==> src/verilog/lls_pkg.sv <==
package lls_pkg;

  localparam logic [7:0] OFS_CTRL   = 8'h00;
  localparam logic [7:0] OFS_T1     = 8'h04;
  localparam logic [7:0] OFS_LIM    = 8'h08;
  localparam logic [7:0] OFS_ADDR   = 8'h0C;
  localparam logic [7:0] OFS_STAT   = 8'h10;

  localparam int CTRL_CONNECT = 0;
  localparam int CTRL_BUSY    = 1;
  localparam int CTRL_FRMR    = 2;
  localparam int LIM_N1       = 0;
  localparam int LIM_N2       = 8;
  localparam int ADDR_DST     = 0;
  localparam int ADDR_SRC     = 16;
  localparam int ST_STATE     = 0;
  localparam int ST_PBUSY     = 4;
  localparam int ST_T1RUN     = 5;
  localparam int ST_VS        = 8;
  localparam int ST_VR        = 12;
  localparam int ST_VA        = 16;
  localparam int ST_RETRY     = 24;

  localparam logic [31:0] CTRL_RST = 32'h0000_0000;
  localparam logic [31:0] T1_RST   = 32'h0000_0010;
  localparam logic [31:0] LIM_RST  = 32'h0000_0A0A;
  localparam logic [31:0] ADDR_RST = 32'h0000_0000;

  localparam logic [2:0] WIN_MAX     = 3'h7;
  localparam logic [1:0] RESP_OKAY   = 2'h0;
  localparam logic [1:0] RESP_SLVERR = 2'h2;

  typedef enum logic [3:0] {
    LS_DISC  = 4'h1,
    LS_SETUP = 4'h2,
    LS_XFER  = 4'h4,
    LS_RECOV = 4'h8
  } lls_state_e;

  typedef enum logic [2:0] {
    FK_I     = 3'h0,
    FK_RR    = 3'h1,
    FK_RNR   = 3'h2,
    FK_REJ   = 3'h3,
    FK_SABM  = 3'h4,
    FK_UA    = 3'h5,
    FK_OTHER = 3'h7
  } lls_kind_e;

  typedef struct packed {
    lls_kind_e  kind;
    logic [2:0] ns;
    logic [2:0] nr;
    logic       pf;
    logic       fcs_ok;
    logic       empty;
  } lls_rx_s;

  typedef struct packed {
    logic [15:0] dst;
    logic [15:0] src;
    lls_kind_e   kind;
    logic [2:0]  ns;
    logic [2:0]  nr;
    logic        pf;
  } lls_tx_s;

endpackage

==> src/verilog/lls_t1_timer.sv <==
`timescale 1ns/1ps
`default_nettype none
module lls_t1_timer (
  input  wire logic        aclk,
  input  wire logic        aresetn,
  input  wire logic        tick,
  input  wire logic        start,
  input  wire logic        stop,
  input  wire logic [15:0] period,
  output logic             running,
  output logic             expire
);
  logic [15:0] count_r;
  logic        run_r;
  logic        exp_r;

  // Start wins over stop, so a restart on acknowledgement rearms cleanly.
  always_ff @(posedge aclk) begin
    if (!aresetn) begin
      count_r <= 16'h0000;
      run_r   <= 1'b0;
      exp_r   <= 1'b0;
    end else begin
      exp_r <= 1'b0;
      if (start) begin
        count_r <= period;
        run_r   <= 1'b1;
      end else if (stop) begin
        run_r <= 1'b0;
      end else if (run_r && tick) begin
        if (count_r <= 16'h0001) begin
          run_r <= 1'b0;
          exp_r <= 1'b1;
        end else begin
          count_r <= count_r - 16'h0001;
        end
      end
    end
  end

  assign running = run_r;
  assign expire  = exp_r;
endmodule
`default_nettype wire

==> src/verilog/lls_link_sequencer.sv <==
`timescale 1ns/1ps
`default_nettype none
module lls_link_sequencer (
  input  wire logic            aclk,
  input  wire logic            aresetn,
  input  wire logic [7:0]      s_axi_awaddr,
  input  wire logic            s_axi_awvalid,
  output logic                 s_axi_awready,
  input  wire logic [31:0]     s_axi_wdata,
  input  wire logic [3:0]      s_axi_wstrb,
  input  wire logic            s_axi_wvalid,
  output logic                 s_axi_wready,
  output logic [1:0]           s_axi_bresp,
  output logic                 s_axi_bvalid,
  input  wire logic            s_axi_bready,
  input  wire logic [7:0]      s_axi_araddr,
  input  wire logic            s_axi_arvalid,
  output logic                 s_axi_arready,
  output logic [31:0]          s_axi_rdata,
  output logic [1:0]           s_axi_rresp,
  output logic                 s_axi_rvalid,
  input  wire logic            s_axi_rready,
  input  wire logic            proto_tick,
  input  wire logic            rx_valid,
  input  wire lls_pkg::lls_rx_s rx_frame,
  output logic                 tx_valid,
  input  wire logic            tx_ready,
  output lls_pkg::lls_tx_s     tx_frame,
  input  wire logic            i_avail,
  output logic                 i_take,
  output logic [2:0]           i_seq,
  output logic                 up_valid,
  output logic                 up_empty
);
  // ==========================================================================
  // Registers and state
  // ==========================================================================
  logic [31:0]         ctrl_r, t1_cfg_r, lim_r, addr_r;
  logic                connect_r;
  lls_pkg::lls_state_e state_r;
  logic [2:0]          vs_r, vr_r, va_r, x_r, top_r;
  logic [7:0]          retry_r;
  logic                peer_busy_r, busy_d_r, rej_out_r;
  logic                ua_p_r, sabm_p_r, fr_p_r, rej_p_r, rnr_p_r, rr_p_r, poll_p_r;
  logic                tick_s1_r, tick_s2_r, tick_s3_r;
  logic                tx_valid_r, i_take_r, up_valid_r, up_empty_r;
  logic [2:0]          i_seq_r;
  lls_pkg::lls_tx_s    tx_r, nxt;
  logic                ld_ua, ld_sabm, ld_fr, ld_rej, ld_rnr, ld_rr, ld_poll, ld_i, ld_any;
  logic                t1_run, t1_exp, t1_start, t1_stop;

  // ==========================================================================
  // Decode
  // ==========================================================================
  logic       busy, frmr, tick, rx_go, conn, in_setup, in_xfer, in_recov;
  logic       rx_i, rx_s, rx_rr, rx_rnr, rx_rej, rx_sabm, rx_ua;
  logic [2:0] rx_nr;
  logic [7:0] n1, n2;
  logic       new_ack, i_accept, i_oos, win_open, i_ok, can_load, limit_hit, recov_hit;

  assign busy      = ctrl_r[lls_pkg::CTRL_BUSY];
  assign frmr      = ctrl_r[lls_pkg::CTRL_FRMR];
  assign n1        = lim_r[lls_pkg::LIM_N1 +: 8];
  assign n2        = lim_r[lls_pkg::LIM_N2 +: 8];
  assign tick      = tick_s2_r & ~tick_s3_r;
  assign in_setup  = (state_r == lls_pkg::LS_SETUP);
  assign in_xfer   = (state_r == lls_pkg::LS_XFER);
  assign in_recov  = (state_r == lls_pkg::LS_RECOV);
  assign conn      = in_xfer | in_recov;
  // Frames with a bad check sequence are dropped without any action.
  assign rx_go     = rx_valid & rx_frame.fcs_ok;
  assign rx_nr     = rx_frame.nr;
  assign rx_i      = rx_go && rx_frame.kind == lls_pkg::FK_I;
  assign rx_rr     = rx_go && rx_frame.kind == lls_pkg::FK_RR;
  assign rx_rnr    = rx_go && rx_frame.kind == lls_pkg::FK_RNR;
  assign rx_rej    = rx_go && rx_frame.kind == lls_pkg::FK_REJ;
  assign rx_sabm   = rx_go && rx_frame.kind == lls_pkg::FK_SABM;
  assign rx_ua     = rx_go && rx_frame.kind == lls_pkg::FK_UA;
  assign rx_s      = rx_rr | rx_rnr | rx_rej;
  assign new_ack   = conn && (rx_i || rx_s) && rx_nr != va_r
                     && 3'(rx_nr - va_r) <= 3'(top_r - va_r);
  assign i_accept  = conn && rx_i && rx_frame.ns == vr_r && !busy;
  assign i_oos     = conn && rx_i && rx_frame.ns != vr_r && !busy;
  assign recov_hit = in_recov && rx_s && rx_frame.pf
                     && 3'(rx_nr - va_r) <= 3'(x_r - va_r);
  assign win_open  = 3'(vs_r - va_r) != lls_pkg::WIN_MAX;
  assign limit_hit = conn && retry_r >= n2;
  // Local busy does not stop sending; frame-reject mode does, and a busy peer does once a frame is outstanding.
  assign i_ok      = in_xfer && !frmr && win_open && (vs_r != top_r || i_avail)
                     && (!peer_busy_r || vs_r == va_r);
  assign can_load  = !tx_valid_r || tx_ready;

  // ==========================================================================
  // Protocol tick synchroniser
  // ==========================================================================
  always_ff @(posedge aclk) begin
    if (!aresetn) begin
      tick_s1_r <= 1'b0;
      tick_s2_r <= 1'b0;
      tick_s3_r <= 1'b0;
    end else begin
      tick_s1_r <= proto_tick;
      tick_s2_r <= tick_s1_r;
      tick_s3_r <= tick_s2_r;
    end
  end

  // ==========================================================================
  // Transmit scheduler
  // ==========================================================================
  always_comb begin
    nxt      = '0;
    nxt.dst  = addr_r[lls_pkg::ADDR_DST +: 16];
    nxt.src  = addr_r[lls_pkg::ADDR_SRC +: 16];
    nxt.kind = busy ? lls_pkg::FK_RNR : lls_pkg::FK_RR;
    nxt.ns   = vs_r;
    nxt.nr   = vr_r;
    ld_ua    = 1'b0;
    ld_sabm  = 1'b0;
    ld_fr    = 1'b0;
    ld_rej   = 1'b0;
    ld_rnr   = 1'b0;
    ld_rr    = 1'b0;
    ld_poll  = 1'b0;
    ld_i     = 1'b0;
    ld_any   = can_load;
    if (!can_load) begin
      ld_any = 1'b0;
    end else if (ua_p_r) begin
      nxt.kind = lls_pkg::FK_UA;
      nxt.pf   = 1'b1;
      ld_ua    = 1'b1;
    end else if (sabm_p_r) begin
      nxt.kind = lls_pkg::FK_SABM;
      nxt.pf   = 1'b1;
      ld_sabm  = 1'b1;
    end else if (fr_p_r) begin
      nxt.pf = 1'b1;
      ld_fr  = 1'b1;
    end else if (rej_p_r) begin
      nxt.kind = lls_pkg::FK_REJ;
      ld_rej   = 1'b1;
    end else if (rnr_p_r) begin
      nxt.kind = lls_pkg::FK_RNR;
      ld_rnr   = 1'b1;
    end else if (rr_p_r && !i_ok) begin
      ld_rr = 1'b1;
    end else if (poll_p_r) begin
      nxt.pf  = 1'b1;
      ld_poll = 1'b1;
    end else if (i_ok) begin
      nxt.kind = lls_pkg::FK_I;
      ld_i     = 1'b1;
    end else begin
      ld_any = 1'b0;
    end
  end

  always_ff @(posedge aclk) begin
    if (!aresetn) begin
      tx_valid_r <= 1'b0;
      tx_r       <= '0;
      i_take_r   <= 1'b0;
      i_seq_r    <= 3'h0;
    end else begin
      if (can_load) begin
        tx_valid_r <= ld_any;
      end
      if (ld_any) begin
        tx_r <= nxt;
      end
      i_take_r <= ld_i && vs_r == top_r;
      if (ld_i) begin
        i_seq_r <= vs_r;
      end
    end
  end

  // ==========================================================================
  // Pending frame flags; a new cause wins over the clear by sending
  // ==========================================================================
  logic busy_rise, busy_fall, exp_conn, exp_setup;
  assign busy_rise = busy & ~busy_d_r;
  assign busy_fall = ~busy & busy_d_r;
  assign exp_conn  = t1_exp && conn;
  assign exp_setup = t1_exp && in_setup && retry_r < n1;

  always_ff @(posedge aclk) begin
    if (!aresetn) begin
      busy_d_r  <= 1'b0;
      rej_out_r <= 1'b0;
      ua_p_r    <= 1'b0;
      sabm_p_r  <= 1'b0;
      fr_p_r    <= 1'b0;
      rej_p_r   <= 1'b0;
      rnr_p_r   <= 1'b0;
      rr_p_r    <= 1'b0;
      poll_p_r  <= 1'b0;
    end else begin
      busy_d_r  <= busy;
      rej_out_r <= (i_oos & ~rej_out_r) | (rej_out_r & ~i_accept & ~rx_sabm);
      ua_p_r    <= rx_sabm | (ua_p_r & ~ld_ua);
      sabm_p_r  <= connect_r | exp_setup | limit_hit | (sabm_p_r & ~ld_sabm);
      fr_p_r    <= (conn && rx_s && rx_frame.pf) | (fr_p_r & ~ld_fr);
      rej_p_r   <= (i_oos & ~rej_out_r) | (rej_p_r & ~ld_rej);
      rnr_p_r   <= busy_rise | (conn & rx_i & busy) | (rnr_p_r & ~ld_rnr);
      rr_p_r    <= i_accept | busy_fall
                   | (rr_p_r & ~(ld_rr | ld_i | ld_fr | ld_rej | ld_poll));
      poll_p_r  <= (exp_conn & ~limit_hit) | (poll_p_r & ~ld_poll & ~limit_hit);
    end
  end

  // ==========================================================================
  // Sequence variables, link state and retransmission count
  // ==========================================================================
  always_ff @(posedge aclk) begin
    if (!aresetn) begin
      state_r     <= lls_pkg::LS_DISC;
      vs_r        <= 3'h0;
      vr_r        <= 3'h0;
      va_r        <= 3'h0;
      x_r         <= 3'h0;
      top_r       <= 3'h0;
      retry_r     <= 8'h00;
      peer_busy_r <= 1'b0;
    end else begin
      if (ld_i) begin
        vs_r <= 3'(vs_r + 3'h1);
        if (vs_r == top_r) begin
          top_r <= 3'(top_r + 3'h1);
        end
      end
      if (i_accept) begin
        vr_r <= 3'(vr_r + 3'h1);
      end
      if (new_ack) begin
        va_r    <= rx_nr;
        retry_r <= 8'h00;
      end
      if (conn && rx_rnr) begin
        peer_busy_r <= 1'b1;
        retry_r     <= 8'h00;
      end
      if (conn && (rx_rr || rx_rej)) begin
        peer_busy_r <= 1'b0;
      end
      if (conn && rx_rej) begin
        vs_r <= rx_nr;
      end
      if (recov_hit) begin
        state_r <= lls_pkg::LS_XFER;
        vs_r    <= rx_nr;
      end
      if (t1_exp && in_setup) begin
        if (retry_r < n1) begin
          retry_r <= 8'(retry_r + 8'h01);
        end else begin
          state_r <= lls_pkg::LS_DISC;
        end
      end else if (exp_conn) begin
        state_r <= lls_pkg::LS_RECOV;
        retry_r <= 8'(retry_r + 8'h01);
        x_r     <= vs_r;
      end
      if (limit_hit || connect_r) begin
        state_r <= lls_pkg::LS_SETUP;
        retry_r <= 8'h00;
      end
      if (in_setup && rx_ua) begin
        state_r <= lls_pkg::LS_XFER;
        vs_r    <= 3'h0;
        vr_r    <= 3'h0;
        va_r    <= 3'h0;
        top_r   <= 3'h0;
        retry_r <= 8'h00;
      end
      if (rx_sabm) begin
        state_r     <= lls_pkg::LS_XFER;
        vs_r        <= 3'h0;
        vr_r        <= 3'h0;
        va_r        <= 3'h0;
        top_r       <= 3'h0;
        retry_r     <= 8'h00;
        peer_busy_r <= 1'b0;
      end
    end
  end

  // ==========================================================================
  // Upward indication and T1
  // ==========================================================================
  always_ff @(posedge aclk) begin
    if (!aresetn) begin
      up_valid_r <= 1'b0;
      up_empty_r <= 1'b0;
    end else begin
      up_valid_r <= i_accept;
      if (i_accept) begin
        up_empty_r <= rx_frame.empty;
      end
    end
  end

  assign t1_start = ld_sabm | ld_poll | (ld_i & ~t1_run)
                    | (new_ack & rx_nr != top_r);
  assign t1_stop  = (in_setup & rx_ua) | (new_ack & rx_nr == top_r) | rx_sabm;

  lls_t1_timer u_t1 (
    .aclk    (aclk),
    .aresetn (aresetn),
    .tick    (tick),
    .start   (t1_start),
    .stop    (t1_stop),
    .period  (t1_cfg_r[15:0]),
    .running (t1_run),
    .expire  (t1_exp)
  );

  // ==========================================================================
  // AXI4-Lite slave
  // ==========================================================================
  logic        aw_h_r, w_h_r, bvalid_r, rvalid_r;
  logic [7:0]  aw_a_r;
  logic [31:0] w_d_r, rdata_r, wmask, rd_mux, stat;
  logic [3:0]  w_s_r;
  logic [1:0]  bresp_r, rresp_r;
  logic        do_wr, wr_hit, rd_hit;

  assign do_wr  = aw_h_r && w_h_r && !bvalid_r;
  assign wmask  = {{8{w_s_r[3]}}, {8{w_s_r[2]}}, {8{w_s_r[1]}}, {8{w_s_r[0]}}};
  assign wr_hit = aw_a_r == lls_pkg::OFS_CTRL || aw_a_r == lls_pkg::OFS_T1
                  || aw_a_r == lls_pkg::OFS_LIM || aw_a_r == lls_pkg::OFS_ADDR;

  always_ff @(posedge aclk) begin
    if (!aresetn) begin
      aw_h_r   <= 1'b0;
      w_h_r    <= 1'b0;
      aw_a_r   <= 8'h00;
      w_d_r    <= 32'h0000_0000;
      w_s_r    <= 4'h0;
      bvalid_r <= 1'b0;
      bresp_r  <= lls_pkg::RESP_OKAY;
    end else begin
      if (s_axi_awvalid && !aw_h_r) begin
        aw_h_r <= 1'b1;
        aw_a_r <= s_axi_awaddr;
      end
      if (s_axi_wvalid && !w_h_r) begin
        w_h_r <= 1'b1;
        w_d_r <= s_axi_wdata;
        w_s_r <= s_axi_wstrb;
      end
      if (do_wr) begin
        aw_h_r   <= 1'b0;
        w_h_r    <= 1'b0;
        bvalid_r <= 1'b1;
        bresp_r  <= wr_hit ? lls_pkg::RESP_OKAY : lls_pkg::RESP_SLVERR;
      end else if (bvalid_r && s_axi_bready) begin
        bvalid_r <= 1'b0;
      end
    end
  end

  // The connect bit is a write-one strobe and always reads back as zero.
  always_ff @(posedge aclk) begin
    if (!aresetn) begin
      ctrl_r    <= lls_pkg::CTRL_RST;
      t1_cfg_r  <= lls_pkg::T1_RST;
      lim_r     <= lls_pkg::LIM_RST;
      addr_r    <= lls_pkg::ADDR_RST;
      connect_r <= 1'b0;
    end else begin
      connect_r <= do_wr && aw_a_r == lls_pkg::OFS_CTRL
                   && w_s_r[0] && w_d_r[lls_pkg::CTRL_CONNECT];
      if (do_wr && aw_a_r == lls_pkg::OFS_CTRL) begin
        ctrl_r <= ((ctrl_r & ~wmask) | (w_d_r & wmask)) & 32'h0000_0006;
      end
      if (do_wr && aw_a_r == lls_pkg::OFS_T1) begin
        t1_cfg_r <= ((t1_cfg_r & ~wmask) | (w_d_r & wmask)) & 32'h0000_FFFF;
      end
      if (do_wr && aw_a_r == lls_pkg::OFS_LIM) begin
        lim_r <= ((lim_r & ~wmask) | (w_d_r & wmask)) & 32'h0000_FFFF;
      end
      if (do_wr && aw_a_r == lls_pkg::OFS_ADDR) begin
        addr_r <= (addr_r & ~wmask) | (w_d_r & wmask);
      end
    end
  end

  always_comb begin
    stat = 32'h0000_0000;
    stat[lls_pkg::ST_STATE +: 4] = state_r;
    stat[lls_pkg::ST_PBUSY]      = peer_busy_r;
    stat[lls_pkg::ST_T1RUN]      = t1_run;
    stat[lls_pkg::ST_VS +: 3]    = vs_r;
    stat[lls_pkg::ST_VR +: 3]    = vr_r;
    stat[lls_pkg::ST_VA +: 3]    = va_r;
    stat[lls_pkg::ST_RETRY +: 8] = retry_r;
    rd_hit = 1'b1;
    case (s_axi_araddr)
      lls_pkg::OFS_CTRL: rd_mux = ctrl_r;
      lls_pkg::OFS_T1:   rd_mux = t1_cfg_r;
      lls_pkg::OFS_LIM:  rd_mux = lim_r;
      lls_pkg::OFS_ADDR: rd_mux = addr_r;
      lls_pkg::OFS_STAT: rd_mux = stat;
      default: begin
        rd_mux = 32'h0000_0000;
        rd_hit = 1'b0;
      end
    endcase
  end

  always_ff @(posedge aclk) begin
    if (!aresetn) begin
      rvalid_r <= 1'b0;
      rdata_r  <= 32'h0000_0000;
      rresp_r  <= lls_pkg::RESP_OKAY;
    end else if (s_axi_arvalid && !rvalid_r) begin
      rvalid_r <= 1'b1;
      rdata_r  <= rd_mux;
      rresp_r  <= rd_hit ? lls_pkg::RESP_OKAY : lls_pkg::RESP_SLVERR;
    end else if (rvalid_r && s_axi_rready) begin
      rvalid_r <= 1'b0;
    end
  end

  assign s_axi_awready = !aw_h_r;
  assign s_axi_wready  = !w_h_r;
  assign s_axi_bvalid  = bvalid_r;
  assign s_axi_bresp   = bresp_r;
  assign s_axi_arready = !rvalid_r;
  assign s_axi_rvalid  = rvalid_r;
  assign s_axi_rdata   = rdata_r;
  assign s_axi_rresp   = rresp_r;
  assign tx_valid      = tx_valid_r;
  assign tx_frame      = tx_r;
  assign i_take        = i_take_r;
  assign i_seq         = i_seq_r;
  assign up_valid      = up_valid_r;
  assign up_empty      = up_empty_r;
endmodule
`default_nettype wire

==> config.mk <==
export PLATFORM = sky130hd
export DESIGN_NAME = lls_link_sequencer
export DESIGN_NICKNAME = d
export VERILOG_FILES = /design/src/verilog/lls_pkg.sv /design/src/verilog/lls_t1_timer.sv /design/src/verilog/lls_link_sequencer.sv
export SDC_FILE = /design/constraint.sdc
export NUM_CORES = 1
export LEC_CHECK = 0
export CAP_MARGIN = 20
export CORE_UTILIZATION = 49
export DETAILED_ROUTE_END_ITERATION = 16
export DONT_BUFFER_PORTS = 1
export PLACE_DENSITY = 0.66
export SYNTH_ARGS = -nofsm -noshare
export SYNTH_HDL_FRONTEND = slang
export SYNTH_SLANG_ARGS = --single-unit
==> constraint.sdc <==
create_clock -name aclk -period 3.82 [get_ports aclk]
set_clock_uncertainty 0.15 [all_clocks]
set_input_delay 0.764 -clock aclk [delete_from_list [all_inputs] [get_ports aclk]]
set_output_delay 0.764 -clock aclk [all_outputs]
set_load 0.01 [all_outputs]
Yosys cells after proc, flatten, opt, wreduce, memory -nomap -nowiden:

Cells that the tools add are included.

* add/subtract/negate cells: 9
* order comparisons: 5
* equal/unequal tests: 26
* mux-type cells: 98
* bitwise logic cells: 74
* reduce and logical (&&, ||, !) cells: 84

Operators with widths (number)
* 32-bit case mux with 5 select lines: 1
* 1-bit two-way mux: 66
* 32-bit AND: 2
* 16-bit two-way mux: 4
* 1-bit logical AND: 47
* 8-bit two-way mux: 5
* 16-bit AND: 2
* 8-bit by 4-bit equality test with 1-bit output (second input constant): 4
* 32-bit inverter: 1
* 16-bit OR: 2
* 32-bit OR: 1
* 3-bit two-way mux: 9
* 1-bit OR: 24
* 1-bit AND: 22
* 2-bit two-way mux: 9
* 1-bit inverter: 18
* 8-bit by 3-bit equality test with 1-bit output (second input constant): 2
* 16-bit by 1-bit <= comparator with 1-bit output (second input constant): 1
* 8-bit zero test: 2
* 4-bit two-way mux: 4
* 16-bit by 1-bit subtractor with 16-bit output (second input constant): 1
* 3-bit equality test: 4
* 3-bit != test: 4
* 3-bit subtractor: 4
* 27 further kinds: 57

* register bits: 258
* input bits: 75
* output and inout bits: 90
* logic and storage cells: 347

Logic depth before layout (Yosys ltp):

Gate-level depths: netlist of the first run.

* depth after elaboration: 21
* depth in mapped cells: 15
* mapped depth without buffers: 14

Hierarchy:

A second synthesis of the first run with hierarchy kept.

* cells, all modules: 1343
* area, all modules: 11390.9 um^2

By module, submodules not included
* lls_link_sequencer: times used 1, cells each 1213, area an instance 10317.4 um^2
* lls_t1_timer: times used 1, cells each 130, area an instance 1073.5 um^2

Worst setup path before layout of the first run:

OpenSTA, ideal clock, no wires.

* kind: input -> register
* from: input rx_frame[3] (netlist bit)
* to: register u_t1.count_r[15]
* library setup time: 0.079 ns
* data arrival time: 3.262 ns
* data required time: 3.591 ns
* path slack: 0.328 ns
* stages on the path: 13
* path buffers: 0
* cell sequence: inv_1 -> ha_1 -> inv_1 -> fa_1 -> xor2_1 -> ha_1 -> nand3_1 -> o21ai_0 -> o21a_1 -> a211o_1 -> or4_1 -> xor2_1 -> a211oi_2

* cells in the longest elaborated chain, start to end: 8
* elaborated cells between the ends (all ways): 17
* those cells by class: add/sub (1); order compare (1); eq/ne (5); mux (1); bitwise (5); reduce/logical (4)

Ends and longest elaborated chain
* start: declaration: RTL line lls_link_sequencer.sv:25 `input wire lls_pkg::lls_rx_s rx_frame,`
* 3-bit subtractor / 3-bit != test (equally long branches): RTL line lls_link_sequencer.sv:81, lls_link_sequencer.sv:80
* 3-bit <= comparator / 1-bit logical AND (equally long branches): RTL line lls_link_sequencer.sv:81, lls_link_sequencer.sv:80
* 1-bit logical AND: RTL line lls_link_sequencer.sv:81 `&& 3'(rx_nr - va_r) <= 3'(top_r - va_r);`
* 1-bit AND: RTL line lls_link_sequencer.sv:306 `assign t1_stop = (in_setup & rx_ua) | (new_ack & rx_nr == top_r) | rx_sabm;`
* 1-bit OR (2 in a row): RTL line lls_link_sequencer.sv:306
* 2-bit != test (no source line)
* 3-bit AND reduction (no source line)
* end signal: assignment: RTL line lls_t1_timer.sv:26 `count_r <= period;`
* end signal: assignment: RTL line lls_t1_timer.sv:35 `count_r <= count_r - 16'h0001;`
* end: declaration: RTL line lls_t1_timer.sv:13 `logic [15:0] count_r;`

Parallel ways exist; a longest one is shown, timed or not.
A chain may end at the register's enable or synchronous reset.

Final worst setup path of the first run:

* from: register va_r[0]
* to: register u_t1.count_r[4]

* cells in the longest elaborated chain, start to end: 19
* elaborated cells between the ends (all ways): 44
* those cells by class: add/sub (3); order compare (1); eq/ne (5); mux (17); bitwise (8); reduce/logical (10)

Ends and longest elaborated chain
* start: declaration: RTL line lls_link_sequencer.sv:41 `logic [2:0] vs_r, vr_r, va_r, x_r, top_r;`
* start signal: assignment: RTL line lls_link_sequencer.sv:237 `va_r <= rx_nr;`
* 3-bit subtractor: RTL line lls_link_sequencer.sv:86 `assign win_open = 3'(vs_r - va_r) != lls_pkg::WIN_MAX;`
* 3-bit != test: RTL line lls_link_sequencer.sv:86
* 1-bit logical AND (2 in a row): RTL line lls_link_sequencer.sv:89 `assign i_ok = in_xfer && !frmr && win_open && (vs_r != top_r || i_avail)`
* 1-bit logical AND: RTL line lls_link_sequencer.sv:90 `&& (!peer_busy_r || vs_r == va_r);`
* 1-bit two-way mux / 1-bit zero test (equally long branches): RTL line lls_link_sequencer.sv:151, lls_link_sequencer.sv:146
* 1-bit two-way mux / 1-bit logical AND (equally long branches): RTL line lls_link_sequencer.sv:148, lls_link_sequencer.sv:146
* 1-bit two-way mux: RTL line lls_link_sequencer.sv:146 `end else if (rr_p_r && !i_ok) begin`
* 1-bit two-way mux: RTL line lls_link_sequencer.sv:143 `end else if (rnr_p_r) begin`
* [... 2 more ...]
* 1-bit two-way mux: RTL line lls_link_sequencer.sv:133 `end else if (sabm_p_r) begin`
* 1-bit two-way mux: RTL line lls_link_sequencer.sv:129 `end else if (ua_p_r) begin`
* 1-bit two-way mux: RTL line lls_link_sequencer.sv:127 `if (!can_load) begin`
* 1-bit AND / 1-bit OR (equally long branches): RTL line lls_link_sequencer.sv:304 `assign t1_start = ld_sabm | ld_poll | (ld_i & ~t1_run)`
* 1-bit OR: RTL line lls_link_sequencer.sv:304
* 1-bit OR: RTL line lls_link_sequencer.sv:305 `| (new_ack & rx_nr != top_r);`
* 2-bit != test (no source line) / 2-bit nonzero test (equally long branches)
* 3-bit AND reduction (no source line)

Parallel ways exist; a longest one is shown, timed or not.

==> impl_metrics.json, run 1 <==
{
  "status": "finished, final reports clean",
  "tritoncts": "built",
  "area_delta_synth_final_pct": 9.51,
  "drv_cap": 0,
  "drt-met1-wl_um": 14200,
  "setup-violations-final": 0,
  "synth_top_cell_area_share_pct": 45.2,
  "synth-compound-area-share_pct": 18.1,
  "wl_per_cell_um": 19.4,
  "maxSlewViolCount": 0,
  "pwr-share-seq_pct": 49.4,
  "yosys.area_share.simple_pct": 21.1,
  "ys.flop_type": "dfxtp_1",
  "ios": 165,
  "finalCritPeriodShare_pct": 91.6,
  "clk_pin_slew_ns": 0.06,
  "rows": 55,
  "gp_congestion": 0.906,
  "synth_top_family_by_area": "simple AND/OR/NAND/NOR gates",
  "clkPwrFrac_pct": 47.0,
  "slowest_delay_ns": 0.47,
  "fmax_mhz": 286,
  "worst_pin_slew_ns": 0.967,
  "clockBufferDepth": 3,
  "slew_headroom_pct": 35.4,
  "ys_seq_area_share_pct": 45.2,
  "wl_met2_um": 14200,
  "nFillCells": 2141,
  "wl_met3_um": 2240,
  "root_buffer": "clkbuf_16",
  "drt_iter0_drc": 805,
  "core_um2": 22600,
  "synthAdderAreaFrac_pct": 4.35,
  "tns_ns": 0,
  "first_pass_iters": 7,
  "routed.top_layer": "met4",
  "yosys-top-cells-area": "dfxtp_1, nand2_1, a21oi_1, nor2_1, ha_1",
  "numCtsBuffers": 27,
  "synth_area_per_cell_um2": 8.34,
  "synth_most_common_cell": "nand2_1",
  "power.leakage_uw": 0.00437,
  "postCtsSetupBuffers": 0,
  "drcViolationCount": 0,
  "rsz0062_at_grt": "false",
  "vias_per_cell": 5.79,
  "cp-start-kind": "flop",
  "critPathKind": "flop to flop",
  "clk-insertion-delay-late_ns": 0.54,
  "ir_drop_mv": 0.327,
  "die_x_um": 154,
  "clock-sinks": 256,
  "worstHoldPathType": "input pin to flop",
  "synth_common_cells": "nand2_1, dfxtp_1, a21oi_1",
  "postLayoutCoreUtil_pct": 54.8,
  "dieArea_um2": 23700,
  "synth_mux_area_share_pct": 3.77,
  "overflow": 0,
  "path_cells": "ha_1 -> inv_1 -> fa_1 -> xnor2_1 -> xnor2_1 -> ha_1 -> nand3_1 -> o21ai_0 -> o21a_1 -> a31oi_1 -> o21a_4 -> a21oi_1 -> a311oi_1",
  "critPathSlowestCell": "dfxtp_1",
  "timing.rr.start": "va_r[0]$_SDFFE_PP0P_",
  "cp.arrival_ns": 3.80,
  "synth-edff-count": 0,
  "track_usage_pct": 26.5,
  "grt_pass1_vias": 8855,
  "die_h_um": 154,
  "final_nets": 1443,
  "r2r_cells": 13,
  "drive_above_1_share_pct": 7.12,
  "yosysWarnings": 0,
  "r2r_setup_slack_ns": 0.32,
  "crit_required_ns": 4.12,
  "ant_nets": 0,
  "powerDensity_nw_per_um2": 449,
  "htree_levels": 1,
  "initial_core_util_pct": 50.0,
  "cp_max_fo": 16,
  "yosys.area.top_type": "dfxtp_1",
  "wirelength_um": 31600,
  "cts_hold_buf": 0,
  "async_reset_ff_share_pct": 0,
  "netlist_area_um2": 11300,
  "cp.depth": 13,
  "syn_inst": 1358,
  "worst_hold_slack_ns": 0.146,
  "numPortBuffers": 0,
  "r2r-end": "u_t1.count_r[4]$_SDFFE_PN0P_",
  "grt_max_degree": 79,
  "power_frac_comb_pct": 3.6,
  "path_buf_inv": 1,
  "via_count": 9455,
  "synthXorXnorAreaFrac_pct": 2.94,
  "grt_pass1_wl_um": 49600,
  "swShare_pct": 22.4,
  "diodes": 0,
  "dp_hpwl_um": 23000,
  "p_sw_uw": 1240,
  "hold_viol": 0,
  "cts.repair.resized": 0,
  "critPathCaptureType": "flop",
  "cp_top_family": "compound AO/OA/AOI/OAI gates",
  "intPower_uw": 4320,
  "crit_end": "u_t1.count_r[4]$_SDFFE_PN0P_",
  "startpoint": "va_r[0]$_SDFFE_PP0P_",
  "synth.distinct_cells": 71,
  "synth_seq_cells": 256,
  "antenna_found_initial": 0,
  "period_minus_slack_ns": 3.50
}
## power groups by stage
stage	sequential, uW	combinational [uW]	clock (uW)
2_1_floorplan	2790	164	0
3_3_place_gp	2800	199	0
3_5_place_dp	2810	201	0
4_1_cts	2750	202	2650
5_1_grt	2750	225	2780
6_report	2750	202	2620
## how the worst min path moves through the flow
stage	from	to	cells past startpoint
floorplan	tick_s1_r$_SDFF_PN0_	tick_s2_r$_SDFF_PN0_	1
global route	aresetn	flop	1
finish	aresetn	flop	1
CTS	aresetn	flop	1
global placement	tick_s1_r$_SDFF_PN0_	tick_s2_r$_SDFF_PN0_	1
detailed placement	tick_s1_r$_SDFF_PN0_	tick_s2_r$_SDFF_PN0_	1
## routing by layer
metal | vias to the layer above | global-route usage [%]
met1 | 4439 | 37.3
met3 | 56 | 4.68
met4 | 0 | 8.38
li1 | 4612 | -
met2 | 348 | 41.3
met5 | - | 0
## cell type report
class                           instances  area [um2]  share of cell area (%)
Multi-Input combinational cell        984        5710                    46.0
Sequential cell                       256        5120                    41.3
Clock buffer                           42         792                    6.38
Tap cell                              285         357                    2.87
Timing Repair Buffer                   20         175                    1.41
Inverter                               42         163                    1.31
Clock inverter                          4        85.1                   0.686
## cell usage in the layout (no fill, tap or decap), drive strengths merged, types with 6 or more instances in the layout
cell type	count
a211oi	23
a21oi	177
a222oi	11
a22oi	39
and2	15
buf	20
clkbuf	42
dfxtp	256
ha	33
inv	43
mux2i	37
nand2	293
nand2b	9
nand3	21
nand4	9
nor2	121
nor2b	16
nor3	20
nor4	6
nor4b	6
o211ai	6
o21ai	39
xnor2	21
xor2	17
## cell families after synthesis
kind of cell	after synthesis
AOI/OAI and AO/OA	324
xor gates and xnor gates	38
adders and majority gates	37
buffers and inverters	119
DFF	256
muxes	40
other	1
and+or+nand+nor	543
## stage by stage
stage / setup WS (ns) / instances / cell area [um2] / power, uW
after floorplan: 0.328 / 1359 / 11300 / 2950
after global placement: 0.174 / 1587 / 11500 / 3000
after detailed placement: 0.123 / 1587 / 11500 / 3010
after CTS: 0.330 / 1633 / 12400 / 5600
after global routing: 0.0683 / 1633 / 12400 / 5750
final: 0.322 / 1633 / 12400 / 5570
(Power assumes the default switching activity.)
==> inputs of run 2 (changes only) <==
--- a/config.mk
+++ b/config.mk
@@ -10,6 +10,7 @@
 export DETAILED_ROUTE_END_ITERATION = 16
 export DONT_BUFFER_PORTS = 1
 export PLACE_DENSITY = 0.66
+export SKIP_LAST_GASP = 1
 export SYNTH_ARGS = -nofsm -noshare
 export SYNTH_HDL_FRONTEND = slang
 export SYNTH_SLANG_ARGS = --single-unit
==> constraint.sdc (replaced) <==
create_clock -name aclk -period 3.82 [get_ports aclk]
set_clock_uncertainty 0.15 [all_clocks]
set_input_delay 0 -clock aclk [delete_from_list [all_inputs] [get_ports aclk]]
set_output_delay 0 -clock aclk [all_outputs]
set_load 0.01 [all_outputs]
==> impl_metrics.json, run 2 (synthesized netlist as in run 1, its figures left out) <==
{
  "ant_nets": 0,
  "fmax_mhz": 280,
  "clk_pin_slew_ns": 0.06,
  "area_delta_synth_final_pct": 23.4,
  "tritoncts": "built",
  "status": "finished, final reports clean",
  "core_um2": 22600,
  "finalCritPeriodShare_pct": 93.4,
  "crit_required_ns": 4.15,
  "clock-sinks": 256,
  "worstHoldPathType": "input pin to flop",
  "setup-violations-final": 0,
  "r2r_cells": 13,
  "nFillCells": 1892,
  "grtUsageMet3_pct": 4.57,
  "r2r_setup_slack_ns": 0.25,
  "gp_congestion": 0.902,
  "clk-insertion-delay-late_ns": 0.56,
  "met2_usage_pct": 47.9,
  "wl_per_cell_um": 19.4,
  "crit_end": "u_t1.expire$_SDFF_PP0_",
  "hold_viol": 0,
  "grt_pass1_vias": 9628,
  "diodes": 0,
  "critPathCaptureType": "flop",
  "maxSlewViolCount": 0,
  "drt_iter0_drc": 940,
  "first_pass_iters": 8,
  "via_count": 10300,
  "cp.arrival_ns": 3.90,
  "clockBufferDepth": 3,
  "tns_ns": 0,
  "drcViolationCount": 0,
  "dp_hpwl_um": 22900,
  "dieArea_um2": 23700,
  "powerDensity_nw_per_um2": 428,
  "antenna_found_initial": 0,
  "critPathKind": "flop to flop",
  "cp_max_fo": 6,
  "timing.rr.start": "va_r[0]$_SDFFE_PP0P_",
  "startpoint": "va_r[0]$_SDFFE_PP0P_",
  "slew_headroom_pct": 40.3,
  "initial_core_util_pct": 50.0,
  "numPortBuffers": 0,
  "rsz0062_at_grt": "false",
  "final_nets": 1586,
  "layout_commonest_cell": "nand2_1",
  "period_minus_slack_ns": 3.57,
  "vias_per_cell": 5.76,
  "die_h_um": 154,
  "layout_common_cells": "nand2_1, dfxtp_1, a21oi_1",
  "cp-start-kind": "flop",
  "die_x_um": 154,
  "final_area_um2": 14000,
  "r2r-end": "u_t1.expire$_SDFF_PP0_",
  "root_buffer": "clkbuf_16",
  "power.leakage_uw": 0.00501,
  "overflow": 0,
  "postPlaceCellArea_um2": 11500,
  "grt_pass1_wl_um": 53800,
  "busiest_layer": "met2",
  "ir_drop_mv": 0.434,
  "worst_pin_slew_ns": 0.894,
  "drive_above_1_share_pct": 6.82,
  "rows": 55,
  "htree_levels": 1,
  "drv_cap": 0,
  "hold_depth": 5,
  "ios": 165,
  "wirelength_um": 34500,
  "use_met1_pct": 38.3,
  "track_usage_pct": 28.8,
  "grt_max_degree": 125,
  "numCtsBuffers": 27
}
[run 2: layout make-up]
type	count	area (um2)	share of cell area, %
Clock buffer	41	838	6.00
Clock inverter	9	164	1.17
Inverter	42	163	1.16
Multi-Input combinational cell	984	5720	40.9
Sequential cell	256	5120	36.7
Tap cell	285	357	2.55
Timing Repair Buffer	163	1620	11.6
[run 2: worst min path at each step]
stage | endpoint | slack (ns) | startpoint
CTS | s_axi_rdata[12]$_SDFFE_PN0P_ | 0.002 | s_axi_araddr[4]
finish | s_axi_rdata[12]$_SDFFE_PN0P_ | 0.008 | s_axi_araddr[4]
global route | s_axi_rvalid$_SDFFE_PN0P_ | 0.02 | s_axi_arvalid
detailed placement | flop | -0.07 | aresetn
floorplan | s_axi_rvalid$_SDFFE_PN0P_ | -0.05 | s_axi_rready
global placement | flop | -0.07 | aresetn
[run 2: routing by layer]
metal / vias to the layer above / wire (um)
met5: - / 0
met3: 64 / 2220
met2: 377 / 16300
li1: 4906 / -
met1: 4912 / 15100
met4: 0 / 918
[run 2: critical path: stages, from the launching register on]
cell	delay [ns]
dfxtp_1	0.44
ha_1	0.19
inv_1	0.05
fa_1	0.37
xnor2_1	0.17
xnor2_1	0.15
ha_1	0.26
nand3_1	0.08
o21ai_0	0.10
o21a_1	0.28
a31oi_2	0.31
o21ai_4	0.11
nor4_1	0.27
dlygate4sd3_1	0.58
[run 2: power by group]
group | switching, uW | internal (uW) | total (uW)
clock network | 1110 | 1790 | 2890
registers | 42.3 | 2710 | 2750
logic | 183 | 161 | 345
[run 2: through the flow]
| step | std cells | hold slack [ns] | setup slack (ns) | power [uW] | util [%] |
|---|---|---|---|---|---|
| 2_1_floorplan | 1359 | -0.0510 | 0.672 | 2950 | - |
| 3_3_place_gp | 1581 | -0.0713 | 0.433 | 3000 | 50.7 |
| 3_5_place_dp | 1581 | -0.0662 | 0.348 | 3010 | 50.7 |
| 4_1_cts | 1780 | 0.00217 | 0.142 | 6000 | 61.7 |
| 5_1_grt | 1780 | 0.0236 | 0.0452 | 6160 | 61.8 |
| 6_report | 1780 | 0.00829 | 0.253 | 5990 | 61.8 |
[run 2: repair_timing]
action | 4_1_cts | 5_1_grt
resized for setup | 0 | 1
endpoints found under the hold margin | 180 | 0
endpoints found under the setup margin | 0 | 1
hold buffers | 149 | 0
setup buffers | 0 | 0
